`src/asc_pkg.sv`:
```
package asc_pkg;

    // register map, one byte each
    localparam logic [2:0] CTRL_ONE_ADDR   = 3'h0;
    localparam logic [2:0] CTRL_TWO_ADDR   = 3'h1;
    localparam logic [2:0] CTRL_THREE_ADDR = 3'h2;
    localparam logic [2:0] STAT_ONE_ADDR   = 3'h3;
    localparam logic [2:0] DATA_BUF_ADDR   = 3'h4;

    // ctrl_one fields
    localparam int UNIT_ON_BIT   = 6;
    localparam int TX_FLIP_BIT   = 5;
    localparam int NINE_BIT      = 4;
    localparam int WAKE_BIT      = 3;
    localparam int IDLE_CNT_BIT  = 2;
    localparam int PARITY_ON_BIT = 1;
    localparam int PARITY_ODD_BIT = 0;

    // ctrl_two fields
    localparam int TX_EMPTY_IE_BIT = 7;
    localparam int TX_DONE_IE_BIT  = 6;
    localparam int RX_FULL_IE_BIT  = 5;
    localparam int IDLE_IE_BIT     = 4;
    localparam int TX_ON_BIT       = 3;
    localparam int RX_ON_BIT       = 2;
    localparam int STANDBY_BIT     = 1;
    localparam int BREAK_BIT       = 0;

    // ctrl_three fields
    localparam int RX_NINTH_BIT = 7;
    localparam int TX_NINTH_BIT = 6;

    localparam logic [7:0] CTRL_RESET = 8'h00;

    // frame lengths in bit times, oversampling
    localparam logic [3:0] FRAME_SHORT = 4'hA;
    localparam logic [3:0] FRAME_LONG  = 4'hB;
    localparam logic [3:0] OS_LAST     = 4'hF;
    localparam logic [3:0] SAMPLE_A    = 4'h7;
    localparam logic [3:0] SAMPLE_C    = 4'h9;

    typedef struct packed {
        logic unit_on;
        logic tx_polarity_flip;
        logic nine_bit;
        logic wake_addr;
        logic idle_count_start;
        logic parity_on;
        logic parity_odd;
    } asc_cfg_type;

    typedef struct packed {
        logic [8:0] data;
        logic       noise_flag;
        logic       framing_bad;
        logic       parity_bad;
    } asc_rx_word_type;

    typedef enum logic [1:0] {
        RX_IDLE  = 2'b00,
        RX_START = 2'b01,
        RX_DATA  = 2'b10,
        RX_STOP  = 2'b11
    } asc_rx_state_type;

    typedef enum logic [0:0] {
        TX_IDLE  = 1'b0,
        TX_SHIFT = 1'b1
    } asc_tx_state_type;

endpackage

```
`src/asc_baud.sv`:
```
module asc_baud import asc_pkg::*; #(
    parameter int BAUD_DIV = 4
) (
    input  wire logic clock_i,
    input  wire logic reset_i,
    input  wire logic run_i,
    output logic      os_tick_o,
    output logic      bit_tick_o
);
    logic [15:0] div_cnt;
    logic [3:0]  os_cnt;

    always_ff @(posedge clock_i) begin
        if (reset_i || !run_i) begin
            div_cnt   <= 16'h0000;
            os_cnt    <= 4'h0;
            os_tick_o <= 1'b0;
            bit_tick_o <= 1'b0;
        end else begin
            os_tick_o  <= 1'b0;
            bit_tick_o <= 1'b0;
            if (div_cnt == 16'(BAUD_DIV - 1)) begin
                div_cnt   <= 16'h0000;
                os_tick_o <= 1'b1;
                os_cnt    <= os_cnt + 4'h1;
                bit_tick_o <= (os_cnt == OS_LAST);
            end else begin
                div_cnt <= div_cnt + 16'h0001;
            end
        end
    end
endmodule // asc_baud

```
`src/asc_rx.sv`:
```
module asc_rx import asc_pkg::*; (
    input  wire logic         clock_i,
    input  wire logic         reset_i,
    input  wire logic         os_tick_i,
    input  wire logic         rxd_i,
    input  wire asc_cfg_type  cfg_i,
    output logic              done_o,
    output asc_rx_word_type   word_o,
    output logic              idle_o
);
    asc_rx_state_type state;
    logic [3:0] os_cnt;
    logic [3:0] bit_cnt;
    logic [3:0] ones;
    logic [2:0] smp;
    logic [8:0] bits;
    logic       noisy;
    logic       bit_val;
    logic       bit_end;
    logic       count_on;
    logic [3:0] idle_len;
    logic [3:0] data_last;

    assign bit_val   = (smp[0] & smp[1]) | (smp[1] & smp[2]) | (smp[0] & smp[2]);
    assign bit_end   = os_tick_i && (os_cnt == OS_LAST);
    assign idle_len  = cfg_i.nine_bit ? FRAME_LONG : FRAME_SHORT;
    assign data_last = cfg_i.nine_bit ? 4'h8 : 4'h7;
    // count from start bit (any state) or only once the stop bit is over
    assign count_on  = !cfg_i.idle_count_start || (state == RX_IDLE);

    always_ff @(posedge clock_i) begin
        if (reset_i) begin
            state  <= RX_IDLE;
            os_cnt <= 4'h0;
            bit_cnt <= 4'h0;
            smp    <= 3'h7;
            bits   <= 9'h000;
            noisy  <= 1'b0;
            done_o <= 1'b0;
            word_o <= '0;
        end else begin
            done_o <= 1'b0;
            if (os_tick_i) begin
                os_cnt <= os_cnt + 4'h1;
                if (os_cnt >= SAMPLE_A && os_cnt <= SAMPLE_C)
                    smp <= {smp[1:0], rxd_i};
                if (state == RX_IDLE && !rxd_i && os_cnt != OS_LAST) begin
                    state  <= RX_START;
                    os_cnt <= 4'h0;
                    noisy  <= 1'b0;
                end
            end
            if (bit_end && state != RX_IDLE) begin
                noisy <= noisy | (smp != 3'h0 && smp != 3'h7);
                case (state)
                    RX_START: begin
                        state   <= bit_val ? RX_IDLE : RX_DATA;
                        bit_cnt <= 4'h0;
                    end
                    RX_DATA: begin
                        bits[bit_cnt] <= bit_val;
                        if (!cfg_i.nine_bit)
                            bits[8] <= 1'b0;
                        bit_cnt <= bit_cnt + 4'h1;
                        if (bit_cnt == data_last)
                            state <= RX_STOP;
                    end
                    default: begin
                        state              <= RX_IDLE;
                        done_o             <= 1'b1;
                        word_o.data        <= bits;
                        word_o.noise_flag  <= noisy | (smp != 3'h0 && smp != 3'h7);
                        word_o.framing_bad <= !bit_val;
                        word_o.parity_bad  <= cfg_i.parity_on
                                              && ((^bits) != cfg_i.parity_odd);
                    end
                endcase
            end
        end
    end

    always_ff @(posedge clock_i) begin
        if (reset_i) begin
            ones   <= 4'h0;
            idle_o <= 1'b0;
        end else begin
            idle_o <= 1'b0;
            if (bit_end) begin
                if (!bit_val || (cfg_i.idle_count_start && state == RX_STOP)) begin
                    ones <= 4'h0;
                end else if (count_on && ones != idle_len) begin
                    ones   <= ones + 4'h1;
                    idle_o <= (ones == idle_len - 4'h1);
                end
            end
        end
    end
endmodule // asc_rx

```
`src/asc_top.sv`:
```
// Local design decisions: the address map and the plain strobed port.
module asc_top import asc_pkg::*; #(
    parameter int BAUD_DIV = 4
) (
    input  wire logic       clock_i,
    input  wire logic       reset_i,
    input  wire logic [2:0] addr_i,
    input  wire logic [7:0] wdata_i,
    input  wire logic       write_i,
    input  wire logic       read_i,
    output logic      [7:0] rdata_o,
    input  wire logic       rxd_i,
    output logic            txd_o,
    output logic            tx_irq_o,
    output logic            rx_irq_o,
    output logic            err_irq_o
);
    asc_cfg_type      cfg;
    asc_rx_word_type  rx_word;
    asc_tx_state_type tx_state;

    logic       tx_empty_irq_en;
    logic       tx_done_irq_en;
    logic       rx_full_irq_en;
    logic       idle_irq_en;
    logic       tx_on;
    logic       rx_on;
    logic       rx_standby;
    logic       break_send;
    logic       rx_ninth;
    logic       tx_ninth;
    logic [3:0] err_irq_en;
    logic [7:0] tx_data;
    logic [7:0] data_buffer;

    logic tx_buf_empty;
    logic tx_done;
    logic rx_buf_full;
    logic idle_flag;
    logic overrun;
    logic noise_flag;
    logic framing_bad;
    logic parity_bad;
    logic idle_armed;
    logic [5:0] flags_seen;

    logic os_tick;
    logic bit_tick;
    logic rx_done;
    logic rx_idle;

    logic        tx_on_q;
    logic        pre_pend;
    logic        brk_tail;
    logic        brk_req;
    logic        brk_go;
    logic        tx_line;
    logic [10:0] frame;
    logic [3:0]  bit_cnt;
    logic [3:0]  last_bit;
    logic [3:0]  char_len;
    logic [8:0]  tx_word;
    logic        tx_par;
    logic        tx_go;
    logic        load_data;
    logic        rx_msb;
    logic        wake_addr_hit;
    logic        take_char;
    logic        wr_stat;
    logic        rd_data_clear;
    logic [7:0]  stat_one;

    asc_baud #(
        .BAUD_DIV (BAUD_DIV)
    ) u_baud (
        .clock_i    (clock_i),
        .reset_i    (reset_i),
        .run_i      (cfg.unit_on),
        .os_tick_o  (os_tick),
        .bit_tick_o (bit_tick)
    );

    // receiver restarts when disabled, flags live here untouched
    asc_rx u_rx (
        .clock_i   (clock_i),
        .reset_i   (reset_i || !rx_on || !cfg.unit_on),
        .os_tick_i (os_tick),
        .rxd_i     (rxd_i),
        .cfg_i     (cfg),
        .done_o    (rx_done),
        .word_o    (rx_word),
        .idle_o    (rx_idle)
    );

    assign stat_one = {tx_buf_empty, tx_done, rx_buf_full, idle_flag,
                       overrun, noise_flag, framing_bad, parity_bad};

    // register writes
    always_ff @(posedge clock_i) begin
        if (reset_i) begin
            cfg <= '0;
        end else if (write_i && addr_i == CTRL_ONE_ADDR) begin
            cfg.unit_on          <= wdata_i[UNIT_ON_BIT];
            cfg.tx_polarity_flip <= wdata_i[TX_FLIP_BIT];
            cfg.nine_bit         <= wdata_i[NINE_BIT];
            cfg.wake_addr        <= wdata_i[WAKE_BIT];
            cfg.idle_count_start <= wdata_i[IDLE_CNT_BIT];
            cfg.parity_on        <= wdata_i[PARITY_ON_BIT];
            cfg.parity_odd       <= wdata_i[PARITY_ODD_BIT];
        end
    end

    always_ff @(posedge clock_i) begin
        if (reset_i) begin
            {tx_empty_irq_en, tx_done_irq_en, rx_full_irq_en, idle_irq_en} <= 4'h0;
            {tx_on, rx_on, break_send} <= 3'h0;
        end else if (write_i && addr_i == CTRL_TWO_ADDR) begin
            tx_empty_irq_en <= wdata_i[TX_EMPTY_IE_BIT];
            tx_done_irq_en  <= wdata_i[TX_DONE_IE_BIT];
            rx_full_irq_en  <= wdata_i[RX_FULL_IE_BIT];
            idle_irq_en     <= wdata_i[IDLE_IE_BIT];
            break_send      <= wdata_i[BREAK_BIT];
            // tx_on and rx_on only move while the unit is on
            if (cfg.unit_on) begin
                tx_on <= wdata_i[TX_ON_BIT];
                rx_on <= wdata_i[RX_ON_BIT];
            end
        end
    end

    always_ff @(posedge clock_i) begin
        if (reset_i) begin
            tx_ninth   <= 1'b0;
            err_irq_en <= 4'h0;
        end else if (write_i && addr_i == CTRL_THREE_ADDR) begin
            tx_ninth   <= wdata_i[TX_NINTH_BIT];
            err_irq_en <= wdata_i[3:0];
        end
    end

    always_ff @(posedge clock_i) begin
        if (reset_i)
            tx_data <= 8'h00;
        else if (write_i && addr_i == DATA_BUF_ADDR)
            tx_data <= wdata_i;
    end

    // read data in the cycle after the strobe
    always_ff @(posedge clock_i) begin
        if (reset_i) begin
            rdata_o <= 8'h00;
        end else if (read_i) begin
            if (addr_i == CTRL_ONE_ADDR)
                rdata_o <= {1'b0, cfg};
            else if (addr_i == CTRL_TWO_ADDR)
                rdata_o <= {tx_empty_irq_en, tx_done_irq_en, rx_full_irq_en, idle_irq_en,
                            tx_on, rx_on, rx_standby, break_send};
            else if (addr_i == CTRL_THREE_ADDR)
                rdata_o <= {rx_ninth, tx_ninth, 2'b00, err_irq_en};
            else if (addr_i == STAT_ONE_ADDR)
                rdata_o <= stat_one;
            else if (addr_i == DATA_BUF_ADDR)
                rdata_o <= data_buffer;
            else
                rdata_o <= 8'h00;
        end else begin
            rdata_o <= 8'h00;
        end
    end

    // receive side
    assign rx_msb        = cfg.nine_bit ? rx_word.data[8] : rx_word.data[7];
    assign wake_addr_hit = rx_done && rx_standby && cfg.wake_addr && rx_msb;
    assign take_char     = rx_done && (!rx_standby || wake_addr_hit);
    assign wr_stat       = write_i && addr_i == CTRL_TWO_ADDR;
    // clearing needs a status read first, then a data read
    assign rd_data_clear = read_i && addr_i == DATA_BUF_ADDR;

    always_ff @(posedge clock_i) begin
        if (reset_i) begin
            rx_standby <= 1'b0;
        end else if (wake_addr_hit || (rx_idle && rx_standby && !cfg.wake_addr)) begin
            rx_standby <= 1'b0;
        end else if (wr_stat) begin
            rx_standby <= wdata_i[STANDBY_BIT];
        end
    end

    always_ff @(posedge clock_i) begin
        if (reset_i) begin
            data_buffer <= 8'h00;
            rx_ninth    <= 1'b0;
        end else if (take_char && !rx_buf_full) begin
            data_buffer <= rx_word.data[7:0];
            rx_ninth    <= rx_msb;
        end
    end

    always_ff @(posedge clock_i) begin
        if (reset_i)
            flags_seen <= 6'h00;
        else if (read_i && addr_i == STAT_ONE_ADDR)
            flags_seen <= stat_one[5:0];
        else if (rd_data_clear)
            flags_seen <= 6'h00;
    end

    // set wins over the clearing read
    always_ff @(posedge clock_i) begin
        if (reset_i) begin
            {rx_buf_full, idle_flag, overrun, noise_flag, framing_bad, parity_bad} <= 6'h00;
            idle_armed <= 1'b0;
        end else begin
            if (rd_data_clear)
                {rx_buf_full, idle_flag, overrun, noise_flag, framing_bad, parity_bad}
                    <= stat_one[5:0] & ~flags_seen;
            if (rd_data_clear && flags_seen[4])
                idle_armed <= 1'b0;
            if (take_char) begin
                if (rx_buf_full && !(rd_data_clear && flags_seen[5])) begin
                    overrun <= 1'b1;
                end else begin
                    rx_buf_full <= 1'b1;
                    idle_armed  <= 1'b1;
                    noise_flag  <= rx_word.noise_flag | (noise_flag & ~rd_data_clear);
                    framing_bad <= rx_word.framing_bad | (framing_bad & ~rd_data_clear);
                    parity_bad  <= rx_word.parity_bad | (parity_bad & ~rd_data_clear);
                end
            end
            // a waking idle character leaves both flags alone
            if (rx_idle && !rx_standby && idle_armed)
                idle_flag <= 1'b1;
        end
    end

    // transmit side
    assign char_len = cfg.nine_bit ? FRAME_LONG : FRAME_SHORT;
    assign tx_word  = cfg.nine_bit ? {tx_ninth, tx_data} : {1'b1, tx_data};
    assign tx_par   = (cfg.nine_bit ? ^tx_data : ^tx_data[6:0]) ^ cfg.parity_odd;
    assign tx_go    = bit_tick && (tx_state == TX_IDLE || bit_cnt == last_bit);
    assign brk_go    = break_send || brk_req;
    assign load_data = tx_go && tx_on && !brk_go && !brk_tail && !pre_pend
                       && !tx_buf_empty;

    // a short break toggle is held until the next frame slot takes it
    always_ff @(posedge clock_i) begin
        if (reset_i || !cfg.unit_on)
            brk_req <= 1'b0;
        else if (tx_go && tx_on)
            brk_req <= 1'b0;
        else if (break_send)
            brk_req <= 1'b1;
    end

    always_ff @(posedge clock_i) begin
        if (reset_i || !cfg.unit_on) begin
            tx_on_q  <= 1'b0;
            pre_pend <= 1'b0;
        end else begin
            tx_on_q <= tx_on;
            if (tx_on && !tx_on_q)
                pre_pend <= 1'b1;
            else if (tx_go && tx_on && (brk_go || !brk_tail))
                pre_pend <= 1'b0;
        end
    end

    always_ff @(posedge clock_i) begin
        if (reset_i || !cfg.unit_on) begin
            tx_state <= TX_IDLE;
            tx_line  <= 1'b1;
            frame    <= 11'h7FF;
            bit_cnt  <= 4'h0;
            last_bit <= 4'h0;
            brk_tail <= 1'b0;
        end else if (bit_tick) begin
            if (!tx_go) begin
                tx_line <= frame[0];
                frame   <= {1'b1, frame[10:1]};
                bit_cnt <= bit_cnt + 4'h1;
            end else if (!tx_on) begin
                tx_state <= TX_IDLE;
                tx_line  <= 1'b1;
            end else begin
                tx_state <= TX_SHIFT;
                bit_cnt  <= 4'h0;
                last_bit <= char_len - 4'h1;
                if (brk_go) begin
                    tx_line  <= 1'b0;
                    frame    <= 11'h000;
                    brk_tail <= 1'b1;
                end else if (brk_tail) begin
                    tx_line  <= 1'b1;
                    last_bit <= 4'h0;
                    brk_tail <= 1'b0;
                end else if (pre_pend) begin
                    tx_line <= 1'b1;
                    frame   <= 11'h7FF;
                end else if (!tx_buf_empty) begin
                    tx_line <= 1'b0;
                    if (!cfg.parity_on)
                        frame <= {1'b1, 1'b1, tx_word};
                    else if (cfg.nine_bit)
                        frame <= {1'b1, 1'b1, tx_par, tx_data};
                    else
                        frame <= {1'b1, 1'b1, 1'b1, tx_par, tx_data[6:0]};
                end else begin
                    tx_state <= TX_IDLE;
                    tx_line  <= 1'b1;
                end
            end
        end
    end

    // hardware set wins over the data write
    always_ff @(posedge clock_i) begin
        if (reset_i || !cfg.unit_on) begin
            tx_buf_empty <= 1'b1;
            tx_done      <= 1'b1;
        end else begin
            if (load_data)
                tx_buf_empty <= 1'b1;
            else if (write_i && addr_i == DATA_BUF_ADDR)
                tx_buf_empty <= 1'b0;
            tx_done <= tx_buf_empty && tx_state == TX_IDLE && !pre_pend
                       && !brk_go && !brk_tail;
        end
    end

    // registered pin, inversion covers idle and break too
    always_ff @(posedge clock_i) begin
        if (reset_i)
            txd_o <= 1'b1;
        else
            txd_o <= tx_line ^ cfg.tx_polarity_flip;
    end

    // interrupt requests
    always_ff @(posedge clock_i) begin
        if (reset_i) begin
            tx_irq_o  <= 1'b0;
            rx_irq_o  <= 1'b0;
            err_irq_o <= 1'b0;
        end else begin
            tx_irq_o  <= cfg.unit_on && ((tx_empty_irq_en && tx_buf_empty)
                         || (tx_done_irq_en && tx_done));
            rx_irq_o  <= !rx_standby && ((rx_full_irq_en && rx_buf_full)
                         || (idle_irq_en && idle_flag));
            err_irq_o <= |(err_irq_en & {overrun, noise_flag, framing_bad, parity_bad});
        end
    end

endmodule // asc_top

```
`config.mk`:
```
export PLATFORM = sky130hd
export DESIGN_NAME = asc_top
export DESIGN_NICKNAME = d
export VERILOG_FILES = /design/src/asc_pkg.sv /design/src/asc_baud.sv /design/src/asc_rx.sv /design/src/asc_top.sv
export SDC_FILE = /design/constraint.sdc
export NUM_CORES = 1
export LEC_CHECK = 0
export ABC_AREA = 1
export BUFFER_PORTS_ARGS = -buffer_cell sky130_fd_sc_hd__buf_4
export CAP_MARGIN = 40
export CORE_MARGIN = 4
export CORE_UTILIZATION = 50
export DETAILED_ROUTE_END_ITERATION = 7
export PLACE_DENSITY = 0.67
export SLEW_MARGIN = 20
export SYNTH_ARGS = -nofsm -noshare
export SYNTH_HDL_FRONTEND = slang
export SYNTH_SLANG_ARGS = --single-unit
```
`constraint.sdc`:
```
create_clock -name clock_i -period 2.75 [get_ports clock_i]
set_input_delay 0.4125 -clock clock_i [delete_from_list [all_inputs] [get_ports clock_i]]
set_output_delay 0.4125 -clock clock_i [all_outputs]
set_load 0.005 [all_outputs]
```
==> impl_metrics.xml <==
<?xml version="1.0" encoding="UTF-8"?>
<metrics>
  <group name="critical_path">
    <metric name="worst-setup-path-type" unit="">reg2reg</metric>
    <metric name="worst-endpoint-arrival" unit="ns">2.31</metric>
    <metric name="timing.rr.start" unit="">u_rx.os_cnt[0]$_SDFFE_PP0P_</metric>
    <metric name="worst-endpoint-required" unit="ns">3.03</metric>
    <metric name="start_kind" unit="">register</metric>
    <metric name="reg2regPathDepth" unit="">7</metric>
    <metric name="setup.worst_path.end" unit="">u_rx.word_o[2]$_SDFFE_PP0P_</metric>
    <metric name="crit_path_end_kind" unit="">register</metric>
    <metric name="reg2reg_slack" unit="ns">0.72</metric>
    <metric name="crit_path_start" unit="">u_rx.os_cnt[0]$_SDFFE_PP0P_</metric>
    <metric name="path_max_fanout" unit="">26</metric>
    <metric name="r2r_end" unit="">u_rx.word_o[2]$_SDFFE_PP0P_</metric>
  </group>
  <group name="clock_tree">
    <metric name="cts_buffer_depth" unit="">2</metric>
    <metric name="cts-buffers-inserted" unit="">17</metric>
    <metric name="cts-resized-gates" unit="">0</metric>
    <metric name="insertion_delay" unit="ns">0.42</metric>
    <metric name="clk_pin_slew" unit="ns">0.06</metric>
    <metric name="post_cts_hold_buffer_count" unit="">0</metric>
    <metric name="cts_htree_levels" unit="">4</metric>
    <metric name="clk_root_buffer_cell" unit="">sky130_fd_sc_hd__clkbuf_16</metric>
    <metric name="tritoncts" unit="">built</metric>
    <metric name="post_cts_buffers" unit="">0</metric>
    <metric name="clock-sinks" unit="">151</metric>
  </group>
  <group name="sta">
    <metric name="finalHoldViolations" unit="">0</metric>
    <metric name="finClkSkew" unit="ns">0.00874</metric>
    <metric name="final.min_clock_period" unit="ns">2.03</metric>
    <metric name="report.final.slew_viol_count" unit="">0</metric>
    <metric name="timing.max_slew.rel_slack" unit="%">47.3</metric>
    <metric name="final.setup.worst_slack" unit="ns">0.720</metric>
    <metric name="setup_viol" unit="">0</metric>
    <metric name="fin_worst_hold_slack" unit="ns">0.245</metric>
    <metric name="transition_at_the_pin_with_the_smallest_max_transition_slack" unit="ns">0.791</metric>
    <metric name="final_min_period_over_clock_period" unit="%">73.8</metric>
    <metric name="fin_setup_tns" unit="ns">0</metric>
    <metric name="maxClockFrequency" unit="MHz">493</metric>
    <metric name="rsz_0062_raised_after_global_routing" unit="">false</metric>
  </group>
  <group name="pwr">
    <metric name="total_power" unit="mW">4.82</metric>
    <metric name="clock_power_share" unit="%">51.2</metric>
    <metric name="comb_power_share" unit="%">2.8</metric>
    <metric name="p_int" unit="mW">3.81</metric>
    <metric name="vdd.ir_drop.worst" unit="mV">0.433</metric>
    <metric name="power.share.sequential" unit="%">46.0</metric>
    <metric name="p_per_area" unit="mW/mm2">620</metric>
    <metric name="cellLeakagePower" unit="nW">2.96</metric>
    <metric name="power.net_switching" unit="mW">1.01</metric>
    <metric name="switching_share" unit="%">20.9</metric>
  </group>
  <group name="global_routing">
    <metric name="grt_antenna_before_repair" unit="">0</metric>
    <metric name="grt-ovfl-total" unit="">0</metric>
    <metric name="total_global_routing_track_utilization" unit="%">20.4</metric>
    <metric name="grt_pass1_vias" unit="">5605</metric>
    <metric name="wire_length_of_the_first_global_routing_pass" unit="um">26300</metric>
    <metric name="grt_start_max_net_pins" unit="">27</metric>
  </group>
  <group name="logic_synthesis">
    <metric name="netlist_instances" unit="">929</metric>
    <metric name="async_flop_share" unit="%">0</metric>
    <metric name="yosys-top-cells-area" unit="">sky130_fd_sc_hd__dfxtp_1 44%, sky130_fd_sc_hd__nand2_1 10%, sky130_fd_sc_hd__a21oi_1 6.6%</metric>
    <metric name="synth_cell_types" unit="">45</metric>
    <metric name="postSynthNetCount" unit="">960</metric>
    <metric name="synthesized_area_divided_by_synthesized_cell_count" unit="um2">7.35</metric>
    <metric name="netlist_area" unit="mm2">0.00683</metric>
    <metric name="yosysTopAreaCellShare" unit="%">44.2</metric>
    <metric name="synth_top_cell_by_area" unit="">sky130_fd_sc_hd__dfxtp_1</metric>
    <metric name="postSynthRegisterBits" unit="">151</metric>
    <metric name="synth-warning-count" unit="">0</metric>
    <metric name="synth_flop_cell" unit="">sky130_fd_sc_hd__dfxtp_1</metric>
    <metric name="yosysSeqAreaShare" unit="%">44.2</metric>
    <metric name="synth-edff-count" unit="">0</metric>
  </group>
  <group name="die">
    <metric name="floorplan.io_pins" unit="">28</metric>
    <metric name="floorplan.die.width" unit="um">125</metric>
    <metric name="die_height" unit="um">125</metric>
    <metric name="die_area" unit="mm2">0.0156</metric>
    <metric name="initial_core_util" unit="%">51.4</metric>
    <metric name="std_cell_rows" unit="">42</metric>
    <metric name="core" unit="mm2">0.0133</metric>
  </group>
  <group name="placed_design">
    <metric name="port_buffers" unit="">27</metric>
    <metric name="place_congestion" unit="">0.847</metric>
    <metric name="place_ws" unit="ns">0.654</metric>
    <metric name="postPlaceCellArea" unit="mm2">0.00714</metric>
    <metric name="place.detailed.hpwl" unit="um">11100</metric>
    <metric name="place.detailed.instances" unit="">1110</metric>
  </group>
  <group name="final_layout">
    <metric name="finish.utilization" unit="%">58.4</metric>
    <metric name="layout-drive-gt1-share" unit="%">9.42</metric>
    <metric name="stdcell_count" unit="">1142</metric>
    <metric name="layout.filler_cells" unit="">1267</metric>
    <metric name="fin_nets" unit="">984</metric>
    <metric name="areaGrowthSynthToFinish" unit="%">13.7</metric>
    <metric name="finish.instance_area" unit="mm2">0.00777</metric>
    <metric name="num_antenna_cells" unit="">0</metric>
  </group>
  <group name="detailed_routing">
    <metric name="drc" unit="">0</metric>
    <metric name="initial_drt_pass_iterations" unit="">5</metric>
    <metric name="wire_length_reported_by_the_detailed_router" unit="um">15600</metric>
    <metric name="postRouteAntennaNets" unit="">0</metric>
    <metric name="detailedRoute.firstIterationViolations" unit="">471</metric>
    <metric name="wl_per_cell" unit="um">13.6</metric>
    <metric name="vias_per_cell" unit="">5.24</metric>
    <metric name="num_vias" unit="">5985</metric>
  </group>
  <group name="run">
    <metric name="max_cap_viol_count" unit="">0</metric>
  </group>
  <group name="status">
    <metric name="run_status" unit="">completed</metric>
  </group>
  <group name="hold_path">
    <metric name="timing.hold.worst.class" unit="">in2reg</metric>
  </group>
</metrics>
synth_stat cells, types with 7 or more instances:
master,instances
sky130_fd_sc_hd__inv_2,7
sky130_fd_sc_hd__nand2_1,186
sky130_fd_sc_hd__xnor2_1,8
sky130_fd_sc_hd__buf_2,9
sky130_fd_sc_hd__nand3_1,43
sky130_fd_sc_hd__inv_1,119
sky130_fd_sc_hd__nor4_1,12
sky130_fd_sc_hd__a31oi_1,10
sky130_fd_sc_hd__o21ai_1,11
sky130_fd_sc_hd__o21ai_0,80
sky130_fd_sc_hd__a21oi_1,90
sky130_fd_sc_hd__dfxtp_1,151
sky130_fd_sc_hd__xor2_1,9
sky130_fd_sc_hd__ha_1,15
sky130_fd_sc_hd__clkbuf_1,11
sky130_fd_sc_hd__nor2_1,73
sky130_fd_sc_hd__nand4_1,10
sky130_fd_sc_hd__nor3_1,27
worst min path at each step:
stage | from | to | slack, ns | cells after the start
floorplan | u_baud.div_cnt[0]$_SDFF_PP0_ | u_baud.div_cnt[0]$_SDFF_PP0_ | 0.42 | 1
global placement | u_baud.div_cnt[0]$_SDFF_PP0_ | u_baud.div_cnt[0]$_SDFF_PP0_ | 0.43 | 1
finish | wdata_i[7] | tx_data[7]$_SDFFE_PP0P_ | 0.24 | 3
detailed placement | u_rx.word_o[3]$_SDFFE_PP0P_ | u_rx.word_o[3]$_SDFFE_PP0P_ | 0.44 | 2
CTS | wdata_i[7] | tx_data[7]$_SDFFE_PP0P_ | 0.23 | 3
global route | wdata_i[7] | tx_data[7]$_SDFFE_PP0P_ | 0.25 | 3
power by group through the flow:
stage	combinational, mW	clock (mW)	sequential, mW
after global placement	0.132	0	2.26
after floorplan	0.0809	0	2.26
final	0.136	2.46	2.22
after detailed placement	0.133	0	2.26
after global routing	0.150	2.60	2.22
after CTS	0.134	2.50	2.22
flip-flops by register name, indices dropped and copies added, names as in the netlist, 6 cells and up:
register / count
cfg: 7
data_buffer: 8
flags_seen: 6
frame: 11
rdata_o: 8
tx_data: 8
u_baud.div_cnt: 16
u_rx.bits: 9
u_rx.word_o: 12
per-layer routing:
| layer | vias to the layer above | wire, um | global-route usage (%) |
|---|---|---|---|
| li1 | 3113 | - | - |
| met2 | 120 | 7180 | 33.0 |
| met3 | 23 | 712 | 4.93 |
| met1 | 2729 | 7400 | 26.6 |
| met5 | - | 0 | 0 |
| met4 | 0 | 260 | 7.59 |
placed cells by master (no fill, tap or decap), drive strengths merged:
cell      synthesis  routed
dfxtp           151     151
o32ai             2       2
xor2              9       9
a211oi            2       2
clkinvlp          0       3
a31oi            10      10
bufinv            0       4
a311oi            3       3
o22ai             4       4
o21a              4       4
clkbuf           11      19
or2               5       5
a221oi            2       2
nand3            44      44
nand4            10      10
inv             126     127
nand2           190     190
xnor2             8       8
nor4             12      12
o211ai            2       2
o21ai            93      93
and3              1       1
clkinv            1       6
ha               15      15
nor2             79      79
nor3             30      30
buf              16      32
a41oi             1       1
nor3b             6       6
o221ai            1       1
a21oi            91      91
worst max-delay path, cell delays in order, from the launching register on:
cell and delay (ns):
sky130_fd_sc_hd__dfxtp_1 0.39, sky130_fd_sc_hd__ha_1 0.30, sky130_fd_sc_hd__nand3_4 0.11, sky130_fd_sc_hd__nor2_4 0.15, sky130_fd_sc_hd__inv_2 0.05, sky130_fd_sc_hd__or2_1 0.49
sky130_fd_sc_hd__o21ai_0 0.32, sky130_fd_sc_hd__a21oi_1 0.06
logic make-up (layout without fill, tap and decap cells):
family                     after synthesis  count (layout)  share of synthesized area, %
and+or+nand+nor                        377             377                          24.4
AOI/OAI and AO/OA                      215             215                          17.2
buffers and inverters                  154             191                          9.23
DFF                                    151             151                          44.2
xor gates and xnor gates                17              17                          2.18
adders and majority gates               15              15                          2.75
final cells by class:
| cell class | instances | area [um2] | share of cell area, % |
|---|---|---|---|
| Tap cell | 176 | 220 | 2.84 |
| Clock inverter | 13 | 176 | 2.27 |
| Clock buffer | 19 | 453 | 5.83 |
| Inverter | 127 | 477 | 6.14 |
| Multi-Input combinational cell | 624 | 3180 | 40.9 |
| Timing Repair Buffer | 32 | 240 | 3.09 |
| Sequential cell | 151 | 3020 | 38.9 |
No activity file was read; power rests on OpenSTA's default activity.
